==> src/inc/pwm_dac_params.svh <==
// Constants for the pulse-width DAC drive and converter port
`ifndef PWM_DAC_PARAMS_SVH
`define PWM_DAC_PARAMS_SVH

// ==========================================================
// Clocking
`define CLK_FREQ_HZ     20000000
`define OSC_FREQ_HZ     8000000
`define OSC_DIVIDE      4
`define OSC_STEP        (`OSC_FREQ_HZ / 1000000)
`define OSC_MODULO      (`CLK_FREQ_HZ / 1000000)
`define ONESHOT_NS      2000
`define ONESHOT_CYCLES  ((`ONESHOT_NS * (`CLK_FREQ_HZ / 1000000)) / 1000)

// ==========================================================
// Interval timer
`define TIMER_FULL      15'h5e1f
`define TSEL_HI_BIT     0
`define TSEL_CH_BIT     1

// ==========================================================
// Address blocks on the upper five address bits
`define BLK_TIMER       5'h10
`define BLK_OFFSET      5'h11
`define BLK_REVISION    5'h12
`define BLK_SELF        5'h13
`define BLK_TRIGGER     5'h14
`define BLK_CONVERTER   5'h15

// ==========================================================
// Data bus fields and reset values
`define OFFSET_BIT      7
`define STATUS_BIT      6
`define HI_SIGN_BIT     4
`define HI_OVER_BIT     5
`define MON_SEL_MSB     3
`define DIV_OFF_RESET   1'b1
`define MON_SEL_RESET   4'h0
`define REVISION_CODE   8'h01

`endif

==> src/inc/pwm_dac_pkg.sv <==
// Types shared by the pulse-width DAC drive and its interval timer
package pwm_dac_pkg;

    typedef struct packed {
        logic [14:0]      cnt;
        logic [1:0][14:0] duty;
        logic [1:0][7:0]  low;
        logic [1:0]       wave;
    } timer_state_t;

    typedef struct packed {
        logic [6:0] addr1;
        logic [6:0] addr2;
        logic [7:0] data1;
        logic [7:0] data2;
        logic       wr1;
        logic       wr2;
        logic       rd1;
        logic       rd2;
        logic       st1;
        logic       st2;
        logic [7:0] adc1;
        logic [7:0] adc2;
        logic       wr_prev;
        logic       st_prev;
        logic       div_off;
        logic [4:0] acc;
        logic [1:0] quarter;
        logic [5:0] shot;
        logic [1:0] drive;
        logic       offset_en;
        logic [3:0] mon_sel;
        logic       run;
        logic [7:0] rdata;
        logic       oe;
    } top_state_t;

endpackage

==> src/inc/timer_bus_if.sv <==
// Carrier between the port logic and the interval timer
`timescale 1ns/1ps
interface timer_bus_if;
    logic       ce;
    logic       tick;
    logic       load;
    logic [1:0] sel;
    logic [7:0] data;
    logic [1:0] wave;

    modport ctrl (output ce, output tick, output load, output sel, output data, input wave);
    modport tmr  (input ce, input tick, input load, input sel, input data, output wave);
endinterface

==> src/verilog/interval_timer.sv <==
// Two-channel programmable-duty interval timer
`timescale 1ns/1ps
`include "pwm_dac_params.svh"
module interval_timer (
    input  wire logic  clock,
    input  wire logic  rst,
    timer_bus_if.tmr   bus
);
    import pwm_dac_pkg::*;

    timer_state_t st_reg;
    timer_state_t st_next;
    logic [1:0]   high_now;
    logic         ch;

    // ==========================================================
    // Per-channel compare
    genvar g;
    for (g = 0; g < 2; g++) begin : g_ch
        assign high_now[g] = st_reg.cnt < st_reg.duty[g];
    end

    assign ch = bus.sel[`TSEL_CH_BIT];

    always_comb begin
        st_next = st_reg;
        if (bus.ce) begin
            if (bus.tick) begin
                // One period is TIMER_FULL ticks, so the full count never goes low
                st_next.cnt  = (st_reg.cnt == `TIMER_FULL - 15'h0001) ? 15'h0000
                             : st_reg.cnt + 15'h0001;
                st_next.wave = high_now;
            end
            if (bus.load) begin
                if (!bus.sel[`TSEL_HI_BIT]) begin
                    st_next.low[ch] = bus.data;
                end else begin
                    // Only the addressed channel changes
                    st_next.duty[ch] = {bus.data[6:0], st_reg.low[ch]};
                end
            end
        end
    end

    always_ff @(posedge clock or posedge rst) begin
        if (rst) begin
            st_reg <= '0;
        end else begin
            st_reg <= st_next;
        end
    end

    assign bus.wave = st_reg.wave;
endmodule

==> src/verilog/pwm_dac_drive_and_adc_port.sv <==
// Guarded-bus port: PWM DAC drive timers, offset and monitor latches, converter handshake
// ==========================================================
// Notes on behaviour
// - Divide 8 MHz by four for 2 MHz.
// - Two independent 83 Hz programmable-duty waves.
// - Count 0 low, 24095 high, linear between.
// - 15-bit counts loaded as two bytes.
// - Two low address bits pick timer register.
// - Decode upper bits, acknowledge own addresses.
// - Load timer only on select plus write.
// - Any timer access starts the divider.
// - Reset stops divider until first timer access.
// - Drive outputs resampled on 2 MHz clock.
// - Clock stops, timeout forces drive low.
// - Write captures data bit 7 as offset.
// - Revision read drives code, else released.
// - Result is 12 bits, sign, overrange.
// - Write loads monitor select; reset clears it.
// - Trigger write sets run/hold high.
// - Status falling clears run, holding result.
// - Trigger read returns status on bit 6.
// - Address bit 0 picks low or high byte.
// - Converter read enables chip and data.
// - Status low and run/hold clear means result ready.
`timescale 1ns/1ps
`include "pwm_dac_params.svh"
module pwm_dac_drive_and_adc_port (
    input  wire logic       CLOCK,
    input  wire logic       RST,
    input  wire logic       CE,
    input  wire logic [6:0] GUARDED_ADDRESS_BUS,
    input  wire logic [7:0] GUARDED_DATA_BUS_IN,
    output logic      [7:0] GUARDED_DATA_BUS_OUT,
    output logic      [7:0] GUARDED_DATA_BUS_OE,
    input  wire logic       WR_N,
    input  wire logic       RD_N,
    output logic            ACK_N,
    output logic      [1:0] DRIVE,
    output logic            OFFSET_ENABLE,
    output logic      [3:0] MON_SELECT,
    output logic            RUN_HOLD,
    input  wire logic       CONV_STATUS,
    output logic            CONV_READY,
    output logic            CONV_CE_N,
    output logic            LOW_BYTE_SELECT_N,
    output logic            HIGH_BYTE_SELECT_N,
    input  wire logic [7:0] CONV_DATA
);
    import pwm_dac_pkg::*;

    localparam logic [5:0] OSC_STEP_W = 6'(`OSC_STEP);
    localparam logic [5:0] OSC_MOD_W  = 6'(`OSC_MODULO);
    localparam logic [1:0] QUARTER_LAST = 2'(`OSC_DIVIDE - 1);
    localparam logic [5:0] SHOT_LOAD  = 6'(`ONESHOT_CYCLES);

    top_state_t  st_reg;
    top_state_t  st_next;
    timer_bus_if tbus ();

    logic       wr_act;
    logic       rd_act;
    logic       wr_edge;
    logic       st_fall;
    logic [4:0] blk;
    logic       hit_timer;
    logic       hit_offset;
    logic       hit_rev;
    logic       hit_self;
    logic       hit_trig;
    logic       hit_conv;
    logic       hit_any;
    logic [5:0] acc_sum;
    logic       osc_tick;
    logic       tick2m;

    // ==========================================================
    // Decode on synchronised pins
    assign wr_act  = !st_reg.wr2;
    assign rd_act  = !st_reg.rd2;
    assign wr_edge = wr_act && !st_reg.wr_prev;
    assign st_fall = st_reg.st_prev && !st_reg.st2;
    assign blk     = st_reg.addr2[6:2];

    assign hit_timer  = blk == `BLK_TIMER;
    assign hit_offset = blk == `BLK_OFFSET;
    assign hit_rev    = blk == `BLK_REVISION;
    assign hit_self   = blk == `BLK_SELF;
    assign hit_trig   = blk == `BLK_TRIGGER;
    assign hit_conv   = blk == `BLK_CONVERTER;
    assign hit_any    = hit_timer || hit_offset || hit_rev || hit_self || hit_trig || hit_conv;

    // Acknowledge follows the strobe while one of our blocks is addressed
    assign ACK_N = !((wr_act || rd_act) && hit_any);

    // ==========================================================
    // Timer clock: 8 MHz phase accumulator, then divide by four
    // Accumulator ticks are uneven at 20 MHz; the average rate is exact.
    assign acc_sum  = {1'b0, st_reg.acc} + OSC_STEP_W;
    assign osc_tick = acc_sum >= OSC_MOD_W;
    assign tick2m   = CE && !st_reg.div_off && osc_tick
                   && (st_reg.quarter == QUARTER_LAST);

    assign tbus.ce   = CE;
    assign tbus.tick = tick2m;
    assign tbus.load = CE && wr_edge && hit_timer;
    assign tbus.sel  = st_reg.addr2[1:0];
    assign tbus.data = st_reg.data2;

    interval_timer u_timer (
        .clock (CLOCK),
        .rst   (RST),
        .bus   (tbus.tmr)
    );

    // ==========================================================
    // Next state
    always_comb begin
        st_next = st_reg;
        if (CE) begin
            st_next.addr1   = GUARDED_ADDRESS_BUS;
            st_next.addr2   = st_reg.addr1;
            st_next.data1   = GUARDED_DATA_BUS_IN;
            st_next.data2   = st_reg.data1;
            st_next.wr1     = WR_N;
            st_next.wr2     = st_reg.wr1;
            st_next.rd1     = RD_N;
            st_next.rd2     = st_reg.rd1;
            st_next.st1     = CONV_STATUS;
            st_next.st2     = st_reg.st1;
            st_next.adc1    = CONV_DATA;
            st_next.adc2    = st_reg.adc1;
            st_next.wr_prev = wr_act;
            st_next.st_prev = st_reg.st2;

            if ((wr_act || rd_act) && hit_timer) begin
                st_next.div_off = 1'b0;
            end

            if (!st_reg.div_off) begin
                st_next.acc = osc_tick ? 5'(acc_sum - OSC_MOD_W) : acc_sum[4:0];
                if (osc_tick) begin
                    st_next.quarter = st_reg.quarter + 2'h1;
                end
            end else begin
                st_next.acc     = 5'h00;
                st_next.quarter = 2'h0;
            end

            // Retriggerable timeout; expiry forces the drive low
            if (tick2m) begin
                st_next.shot  = SHOT_LOAD;
                st_next.drive = tbus.wave;
            end else if (st_reg.shot != 6'h00) begin
                st_next.shot = st_reg.shot - 6'h01;
                if (st_reg.shot == 6'h01) begin
                    st_next.drive = 2'h0;
                end
            end

            if (wr_edge && hit_offset) begin
                st_next.offset_en = st_reg.data2[`OFFSET_BIT];
            end
            if (wr_edge && hit_self) begin
                st_next.mon_sel = st_reg.data2[`MON_SEL_MSB:0];
            end

            // Trigger write wins over a status edge in the same cycle
            if (st_fall) begin
                st_next.run = 1'b0;
            end
            if (wr_edge && hit_trig) begin
                st_next.run = 1'b1;
            end

            st_next.oe    = rd_act && (hit_rev || hit_trig || hit_conv);
            st_next.rdata = 8'h00;
            if (rd_act && hit_rev) begin
                st_next.rdata = `REVISION_CODE;
            end else if (rd_act && hit_trig) begin
                st_next.rdata[`STATUS_BIT] = st_reg.st2;
            end else if (rd_act && hit_conv) begin
                if (!st_reg.addr2[0]) begin
                    st_next.rdata = st_reg.adc2;
                end else begin
                    // High byte: four magnitude bits, sign, overrange
                    st_next.rdata[3:0]          = st_reg.adc2[3:0];
                    st_next.rdata[`HI_SIGN_BIT] = st_reg.adc2[`HI_SIGN_BIT];
                    st_next.rdata[`HI_OVER_BIT] = st_reg.adc2[`HI_OVER_BIT];
                end
            end
        end
    end

    // ==========================================================
    // State register
    always_ff @(posedge CLOCK or posedge RST) begin
        if (RST) begin
            st_reg         <= '0;
            st_reg.wr1     <= 1'b1;
            st_reg.wr2     <= 1'b1;
            st_reg.rd1     <= 1'b1;
            st_reg.rd2     <= 1'b1;
            st_reg.wr_prev <= 1'b0;
            st_reg.div_off <= `DIV_OFF_RESET;
            st_reg.mon_sel <= `MON_SEL_RESET;
        end else begin
            st_reg <= st_next;
        end
    end

    // ==========================================================
    // Outputs
    assign DRIVE                = st_reg.drive;
    assign OFFSET_ENABLE        = st_reg.offset_en;
    assign MON_SELECT           = st_reg.mon_sel;
    assign RUN_HOLD             = st_reg.run;
    assign GUARDED_DATA_BUS_OUT = st_reg.rdata;
    assign GUARDED_DATA_BUS_OE  = {8{st_reg.oe}};
    assign CONV_READY           = !st_reg.run && !st_reg.st2;
    assign CONV_CE_N            = !(rd_act && hit_conv);
    assign LOW_BYTE_SELECT_N    = !(hit_conv && !st_reg.addr2[0]);
    assign HIGH_BYTE_SELECT_N   = !(hit_conv && st_reg.addr2[0]);
endmodule

==> config.mk <==
export PLATFORM = sky130hd
export DESIGN_NAME = pwm_dac_drive_and_adc_port
export DESIGN_NICKNAME = d
export VERILOG_FILES = /design/src/inc/pwm_dac_pkg.sv /design/src/inc/timer_bus_if.sv /design/src/verilog/interval_timer.sv /design/src/verilog/pwm_dac_drive_and_adc_port.sv
export VERILOG_INCLUDE_DIRS = /design/src /design/src/inc
export SDC_FILE = /design/constraint.sdc
export NUM_CORES = 1
export LEC_CHECK = 0
export ABC_AREA = 0
export BUFFER_PORTS_ARGS = -buffer_cell sky130_fd_sc_hd__buf_4
export CAP_MARGIN = 20
export CELL_PAD_IN_SITES_DETAIL_PLACEMENT = 1
export CELL_PAD_IN_SITES_GLOBAL_PLACEMENT = 2
export CORE_UTILIZATION = 41
export CTS_CLUSTER_DIAMETER = 50
export CTS_CLUSTER_SIZE = 30
export DETAILED_ROUTE_END_ITERATION = 6
export GPL_TIMING_DRIVEN = 0
export PLACE_DENSITY_LB_ADDON = 0.1
export SYNTH_ARGS = -nofsm -noshare
export SYNTH_HDL_FRONTEND = slang
export SYNTH_SLANG_ARGS = --single-unit
==> constraint.sdc <==
create_clock -name CLOCK -period 6.7 [get_ports CLOCK]
set_clock_uncertainty 0.05 [all_clocks]
set_input_delay 1.005 -clock CLOCK [delete_from_list [all_inputs] [get_ports CLOCK]]
set_output_delay 1.005 -clock CLOCK [all_outputs]
set_load 0.01 [all_outputs]
==> results of run 1 <==
[area by class of cell]
class                      instances  share of cell area [%]
buffer                            40                   3.094
inverter                          40                   1.844
sequential                       146                   43.51
clock inverter                    12                   1.473
tap                              220                   3.272
clock buffer                      20                   5.548
timing repair buffer              58                   5.414
multi-input combinational        348                   35.85
[through the flow]
| step | util (%) | cells |
|---|---|---|
| floorplan | - | 574 |
| global placement | 46.64 | 851 |
| detailed placement | 46.83 | 852 |
| CTS | 50.37 | 884 |
| global route | 50.37 | 884 |
| finish | 50.37 | 884 |
[final timing paths]
| path | start | end | depth (start not counted) |
|---|---|---|---|
| worst min-delay path | GUARDED_DATA_BUS_OUT[7]$_DFFE_PP0P_ | GUARDED_DATA_BUS_OUT[7]$_DFFE_PP0P_ | 1 |
| worst max-delay path | blk[1]$_DFFE_PP0P_ | CONV_CE_N | 5 |
| max in group asynchronous | RST | u_timer.st_reg[12]$_DFFE_PP0P_ | 3 |
| worst min register to register | GUARDED_DATA_BUS_OUT[7]$_DFFE_PP0P_ | GUARDED_DATA_BUS_OUT[7]$_DFFE_PP0P_ | 1 |
| worst max register to register | st_reg[28]$_DFFE_PP0P_ | st_reg[22]$_DFFE_PP0P_ | 9 |
| min in group asynchronous | RST | st_reg[28]$_DFFE_PP0P_ | 2 |
[worst max-delay path: stages (launching register included)]
cell,delay (ps)
dfrtp_1,460
nand3b_1,220
nor3b_1,500
nand2b_1,130
clkbuf_1,230
buf_4,200
[power groups by stage]
| stage | Combinational [mW] | Sequential (mW) | Clock (mW) |
|---|---|---|---|
| after detailed placement | 0.396 | 1.10 | 0 |
| after CTS | 0.401 | 1.09 | 0.962 |
| after global routing | 0.438 | 1.10 | 0.995 |
| after global placement | 0.367 | 1.10 | 0 |
| after floorplan | 0.282 | 1.07 | 0 |
| final | 0.391 | 1.09 | 0.942 |
[layer usage]
layer | vias to the layer above | GRT usage (%)
li1 | 2143 | -
met1 | 2346 | 26.24
met2 | 65 | 33.45
met3 | 13 | 4.604
met4 | 0 | 5.366
met5 | - | 0
[placed cells by master, fill, tap and decap left out, types with 7 or more instances in the layout]
master | synthesis | final
nand2b_1 | 7 | 7
buf_2 | 7 | 7
o21ai_0 | 17 | 17
o2bb2ai_1 | 10 | 10
clkbuf_1 | 8 | 8
nand2_1 | 35 | 35
clkbuf_16 | 0 | 17
a21oi_1 | 19 | 19
xor2_1 | 10 | 10
buf_4 | 23 | 80
dfrtp_1 | 141 | 141
nor2_1 | 19 | 19
mux2_4 | 20 | 20
inv_1 | 39 | 38
ha_1 | 37 | 37
nand4_1 | 13 | 13
mux2_2 | 84 | 84
nand3_1 | 15 | 15
[kinds of logic after synthesis]
family          after synthesis  synth area share (%)
flops                       146                 51.65
fa+ha+maj                    38                 6.816
mux                         105                 17.73
compound gates               67                 6.004
buf+inv                      80                 5.792
simple gates                126                 10.52
xor+xnor                     12                 1.483
==> summary.txt, run 1 <==
Run status
  • Status: completed

Logic synthesis
  • Syn_area_per_cell: 12.34 µm²
  • Post-synth top area cell: dfrtp_1
  • Synth cell types: 54
  • Post-synthesis cell count: 574
  • Number of flops mapped to enable cells by yosys: 0
  • Commonest cells in the netlist: dfrtp_1 (141), mux2_2 (84), inv_1 (39)
  • Post-synth net total: around 640
  • Most numerous cell in the Yosys netlist: dfrtp_1
  • Async set-reset flop share out of synthesis: 100.0%
  • Post-synthesis sequential area ratio: 51.65%
  • Top FF cell, synth: dfrtp_1
  • YS warnings: 0
  • Area share of the largest cell type after synthesis: 49.80%
  • Synthesis-stage register bit count: around 150
  • Ranking of synthesized cells by area: dfrtp_1 (50%), mux2_2 (13%), ha_1 (6.5%), mux2_4 (4.2%), buf_4 (2.4%)
  • Mapped Area: 0.007086 mm²

Clock tree
  • TritonCTS clock tree: done
  • Latest clock arrival within the worst-skew pair: 420 ps
  • TritonCTS sink count: 146
  • Setup bufs post-CTS: 0
  • Clk root buf: clkbuf_16
  • PostCTS Resize Cnt: 0
  • CTS clk-pin slew, worst paths: 60 ps
  • Num CTS Buffers: 17
  • H-Tree Depth: 4
  • Maximum buffer depth of the clock tree: 2
  • Hold_buf cts: 0

Floorplanning
  • Die area: ~0.018 mm²
  • Rows: 47
  • Core area: approximately 0.017 mm²
  • Num ports: 58
  • DIE WIDTH: 133.5 µm
  • Die H: around 130 µm
  • Starting Density: 42.43%

Placed design
  • Worst slack at placement: 3977 ps
  • IO buf count: 57
  • Hpwl dp: between 10000 and 15000 µm
  • Final GP Congestion: 0.7611
  • Placed Area: 0.007821 mm²

Routing
  • Routed vias: 4567
  • Top sig layer: met4
  • Via-per-instance ratio: 5.166
  • Met2 wire length: 8105 µm
  • Met1 Wirelength: about 7400 µm
  • Metal3 WL: ~580 µm
  • Drt drc: 0
  • Wire per inst: approximately 18 µm
  • First-pass iteration count of the detailed router: 4
  • Iter 0 DRT Violations: 170
  • DRT antenna net count: 0
  • Final WL: 16270 µm

Pwr
  • Pwr dens: approximately 290 mW/mm²
  • Sequential power share: 44.9%
  • Clk network pwr share: 38.9%
  • Gate power share: roughly 16%
  • Pwr Total: 2.420 mW
  • Worst vdd ir: ~0.18 mV
  • Net Sw Frac: 28.40%
  • Switching power total: 0.6871 mW
  • Int Pwr: 1.733 mW
  • Leakage power: 4.029 nW

Setup path
  • Startpoint class of the critical path: flop
  • Crit-path max FO: 7
  • Critical Path End Type: primary output
  • Setup CP Type: reg -> out
  • WP data arrival: 2150 ps
  • R2R Setup Slk: 4190 ps
  • Critical Path RT: 5640 ps

Cells and area
  • Area growth syn-to-layout: 18.72%
  • Final instance area: between 0.008 and 0.009 mm²
  • Fillcell total: 1784
  • Register area: around 0.0037 mm²
  • Nets: 718
  • Antenna Cells: 0
  • Max reg flops: between 60 and 70
  • Multi-input logic area: 0.003015 mm²
  • Share of cells above drive strength 1: 37.05%

Job
  • # Max-Cap Violations: 0

STA
  • Crit path time final: roughly 3200 ps
  • Final setup fails: 0
  • Total Negative Setup Slacks: 0 ps
  • Slew Viols, Final: 0
  • FMAX: 311.6 MHz
  • Final worst path period share: 47.89%
  • Worst Tran Pin Value: 669.6 ps
  • Hold Vio Cnt, Final: 0
  • RSZ-0062 raised after global routing: no
  • Slew Limit Headroom: 55.19%
  • Hold_ws: 443.9 ps
  • Setup ws final: ~3500 ps

Global route
  • Total GRT Usage: 20.06%
  • Grt ovf: 0
  • Vias in the first global route: 4998
  • Initial antenna violation count: 0
  • First-pass GRT wire length: 27080 µm
  • Largest net degree at the start of global routing: 95

Min path
  • Worst hold-check path type: reg -> reg
(Power assumes the default switching activity.)
==> inputs of run 2 (changes only) <==
--- a/config.mk
+++ b/config.mk
@@ -6,12 +6,12 @@
 export SDC_FILE = /design/constraint.sdc
 export NUM_CORES = 1
 export LEC_CHECK = 0
-export ABC_AREA = 0
+export ABC_AREA = 1
 export BUFFER_PORTS_ARGS = -buffer_cell sky130_fd_sc_hd__buf_4
 export CAP_MARGIN = 20
 export CELL_PAD_IN_SITES_DETAIL_PLACEMENT = 1
 export CELL_PAD_IN_SITES_GLOBAL_PLACEMENT = 2
-export CORE_UTILIZATION = 41
+export CORE_UTILIZATION = 36
 export CTS_CLUSTER_DIAMETER = 50
 export CTS_CLUSTER_SIZE = 30
 export DETAILED_ROUTE_END_ITERATION = 6
==> constraint.sdc (replaced) <==
create_clock -name CLOCK -period 3.04 [get_ports CLOCK]
set_clock_uncertainty 0.05 [all_clocks]
set_input_delay 0.456 -clock CLOCK [delete_from_list [all_inputs] [get_ports CLOCK]]
set_output_delay 0.456 -clock CLOCK [all_outputs]
set_load 0.01 [all_outputs]
==> summary.txt, run 2 <==
Setup path
  • Critical Path, Cell by Cell: ha_1 > inv_1 > fa_1 > inv_1 > nand2_1 > nand3_2 > buf_6 > buf_2 > nand3_1 > o21ai_0
  • Buffer and inverter count on the worst path: 4 (+2)
  • R2R Setup Slk: 680 ps (-3510 ps)
  • Worst path most repeated cell: inv_1
  • Critical Path End Type: flop
  • R2R depth: 10 (+1)
  • Slowest-stage cell, CP: dfrtp_1
  • Startpoint class of the critical path: flop
  • Critical Path RT: 3330 ps (-2310 ps)
  • Reg-to-reg startpoint: st_reg[28]$_DFFE_PP0P_
  • Max incr delay on CP: 470 ps (-30 ps)
  • Critical path depth in cells: 10 (+5)
  • FF-to-FF End: st_reg[21]$_DFFE_PP0P_
  • Crit-path leading delay family: buffers and inverters
  • Setup CP Type: reg -> reg
  • Crit-path max FO: 10 (+3)
  • WP data arrival: 2650 ps (+500 ps)

Routing
  • DRT antenna net count: 0 (unchanged)
  • Via-per-instance ratio: 4.760 (-7.9%)
  • Wire per inst: 15.67 µm (-15%)
  • First-pass iteration count of the detailed router: 4 (unchanged)
  • Iter 0 DRT Violations: 218 (+28%)
  • Routed vias: 5784 (+27%)
  • Drt drc: 0 (unchanged)
  • Final WL: 19040 µm (+17%)

Min path
  • Worst hold-check path type: in -> async

Global route
  • Met2 GRT Util: 37.33% (+3.9 points)
  • Gr busiest metal: met2
  • Total GRT Usage: 20.78% (+0.72 points)
  • Met3 usage: 4.259% (-0.35 points)
  • Largest net degree at the start of global routing: 42 (-56%)
  • Vias in the first global route: 6362 (+27%)
  • Grt ovf: 0 (unchanged)
  • First-pass GRT wire length: 32450 µm (+20%)
  • Met1 Usage GRT: 24.96% (-1.3 points)
  • Initial antenna violation count: 0 (unchanged)

Clock tree
  • Num CTS Buffers: 17 (unchanged)
  • TritonCTS sink count: 146 (unchanged)
  • TritonCTS clock tree: done
  • Hold_buf cts: 0 (unchanged)
  • Setup bufs post-CTS: 0 (unchanged)
  • PostCTS Resize Cnt: 0 (unchanged)
  • H-Tree Depth: 4 (unchanged)
  • Maximum buffer depth of the clock tree: 2 (unchanged)
  • Clk root buf: clkbuf_16
  • CTS clk-pin slew, worst paths: 70 ps (about the same)
  • Latest clock arrival within the worst-skew pair: 430 ps (about the same)

Floorplanning
  • Die area: 0.02040 mm² (+15%)
  • Num ports: 58 (unchanged)
  • Starting Density: 36.69% (-5.7 points)
  • Die H: 142.8 µm (+7.0%)
  • DIE WIDTH: 142.8 µm (+7.0%)
  • Rows: 51 (+8.5%)
  • Core area: 0.01946 mm² (+17%)

Placed design
  • Final GP Congestion: 0.8586 (+13%)
  • Worst slack at placement: 692.3 ps (-3284 ps)
  • IO buf count: 57 (unchanged)
  • Hpwl dp: 14560 µm (+25%)
  • Placed Area: 0.007984 mm² (+2.1%)
  • Placed insts: 1183 (+39%)

STA
  • Hold_ws: 48.08 ps (-395.8 ps)
  • Crit path time final: 2357 ps
  • Slew Limit Headroom: 56.73% (+1.5 points)
  • Total Negative Setup Slacks: 0 ps (unchanged)
  • Final worst path period share: 77.54%
  • Worst Tran Pin Value: 649.0 ps (-20.57 ps)
  • Slew Viols, Final: 0 (unchanged)
  • Setup ws final: 682.9 ps (-2808 ps)
  • Final setup fails: 0 (unchanged)
  • FMAX: about 420 MHz
  • Hold Vio Cnt, Final: 0 (unchanged)
  • RSZ-0062 raised after global routing: no

Pwr
  • Sequential power share: 44.0% (-0.9 points)
  • Gate power share: 19.0% (+2.8 points)
  • Pwr dens: 629.7 mW/mm² (+120%)
  • Net Sw Frac: 32.47% (+4.1 points)
  • Switching power total: 1.746 mW (+150%)
  • Clk network pwr share: 37.0% (-1.9 points)
  • Int Pwr: 3.631 mW (+110%)
  • Leakage power: 4.243 nW (+5.3%)
  • Worst vdd ir: 0.3379 mV (+88%)
  • Pwr Total: 5.377 mW (+120%)

Logic synthesis
  • Synth cell types: 33 (-39%)
  • Post-synth top area cell: dfrtp_1
  • Top FF cell, synth: dfrtp_1
  • Post-synthesis sequential area ratio: 51.25% (-0.40 points)
  • Commonest cells in the netlist: nand2_1 (281), dfrtp_1 (141), inv_1 (111)
  • Ranking of synthesized cells by area: dfrtp_1 (49%), nand2_1 (15%), ha_1 (6.5%), inv_1 (5.8%), o21ai_0 (4.2%)
  • Number of flops mapped to enable cells by yosys: 0 (unchanged)
  • Synthesis-stage register bit count: 146 (unchanged)
  • Mapped Area: 0.007141 mm² (+0.78%)
  • Area share of the largest cell type after synthesis: 49.41% (-0.38 points)
  • Syn_area_per_cell: 8.332 µm² (-33%)
  • Post-synth net total: 924 (+44%)
  • Async set-reset flop share out of synthesis: 100.0% (unchanged)
  • YS warnings: 0 (unchanged)
  • Most numerous cell in the Yosys netlist: nand2_1
  • Post-synthesis cell count: 857 (+49%)

Run status
  • Status: completed

Cells and area
  • Nets: 1004 (+40%)
  • Area growth syn-to-layout: 19.59%
  • Most frequent cells in the layout: nand2_1 (281), dfrtp_1 (141), inv_1 (110), buf_4 (80), o21ai_0 (60)
  • Max reg flops: 61 (unchanged)
  • Commonest non-fill, non-tap cell in the layout: nand2_1
  • Finished Layout Cells: 1215 (+37%)
  • Post-layout util: 43.88% (-6.5 points)
  • Share of cells above drive strength 1: 15.89% (-21 points)
  • Antenna Cells: 0 (unchanged)
  • Final instance area: 0.008539 mm² (+1.5%)

Job
  • # Max-Cap Violations: 0 (unchanged)
[run 2: worst max path at each step]
stage	startpoint	end	slack, ps
after global routing	st_reg[28]$_DFFE_PP0P_	st_reg[21]$_DFFE_PP0P_	490
after floorplan	RST	DRIVE[0]$_DFFE_PP0P_	710
after CTS	st_reg[28]$_DFFE_PP0P_	st_reg[21]$_DFFE_PP0P_	670
after detailed placement	st_reg[28]$_DFFE_PP0P_	st_reg[21]$_DFFE_PP0P_	690
final	st_reg[28]$_DFFE_PP0P_	st_reg[21]$_DFFE_PP0P_	680
after global placement	RST	GUARDED_DATA_BUS_OUT[2]$_DFFE_PP0P_	-300
[run 2: cell type report]
cell class / instances / area (µm²)
buffer: 46 / 277.8
timing repair buffer: 61 / 508.0
clock buffer: 17 / 425.4
fill: 2339 / 10920
multi-input combinational: 552 / 2779
tap: 265 / 331.6
clock inverter: 15 / 130.1
inverter: 113 / 427.9
sequential: 146 / 3660
[run 2: worst reg2reg max path: cells and delay by family (launching register included)]
family	cells	cell delay (ps)
buffers and inverters	4	630
adder cells (fa/ha/maj)	2	540
flip-flops	1	470
AND/OR/NAND/NOR	3	410
AO/OA/AOI/OAI	1	170
[run 2: cells by family after synthesis]
| family | Yosys count | synth area share, % |
|---|---|---|
| AND/OR/NAND/NOR | 378 | 21.66 |
| buffers and inverters | 159 | 9.830 |
| flip-flops | 146 | 51.25 |
| AO/OA/AOI/OAI | 131 | 9.883 |
| adder cells (fa/ha/maj) | 38 | 6.764 |
| XOR/XNOR | 5 | 0.6133 |
[run 2: power groups by stage]
stage               clock (mW)  combinational (mW)  sequential (mW)
floorplan                    0               0.720             2.34
global placement             0               0.952             2.39
detailed placement           0                1.04             2.40
CTS                       2.04                1.05             2.37
global route              2.13                1.20             2.40
finish                    1.99                1.02             2.36
[run 2: layer usage]
metal | part of all wire, % | vias to the layer above
li1 | - | 2851
met5 | 0 | -
met3 | 2.2 | 26
met2 | 53 | 76
met4 | 1.6 | 0
met1 | 44 | 2831
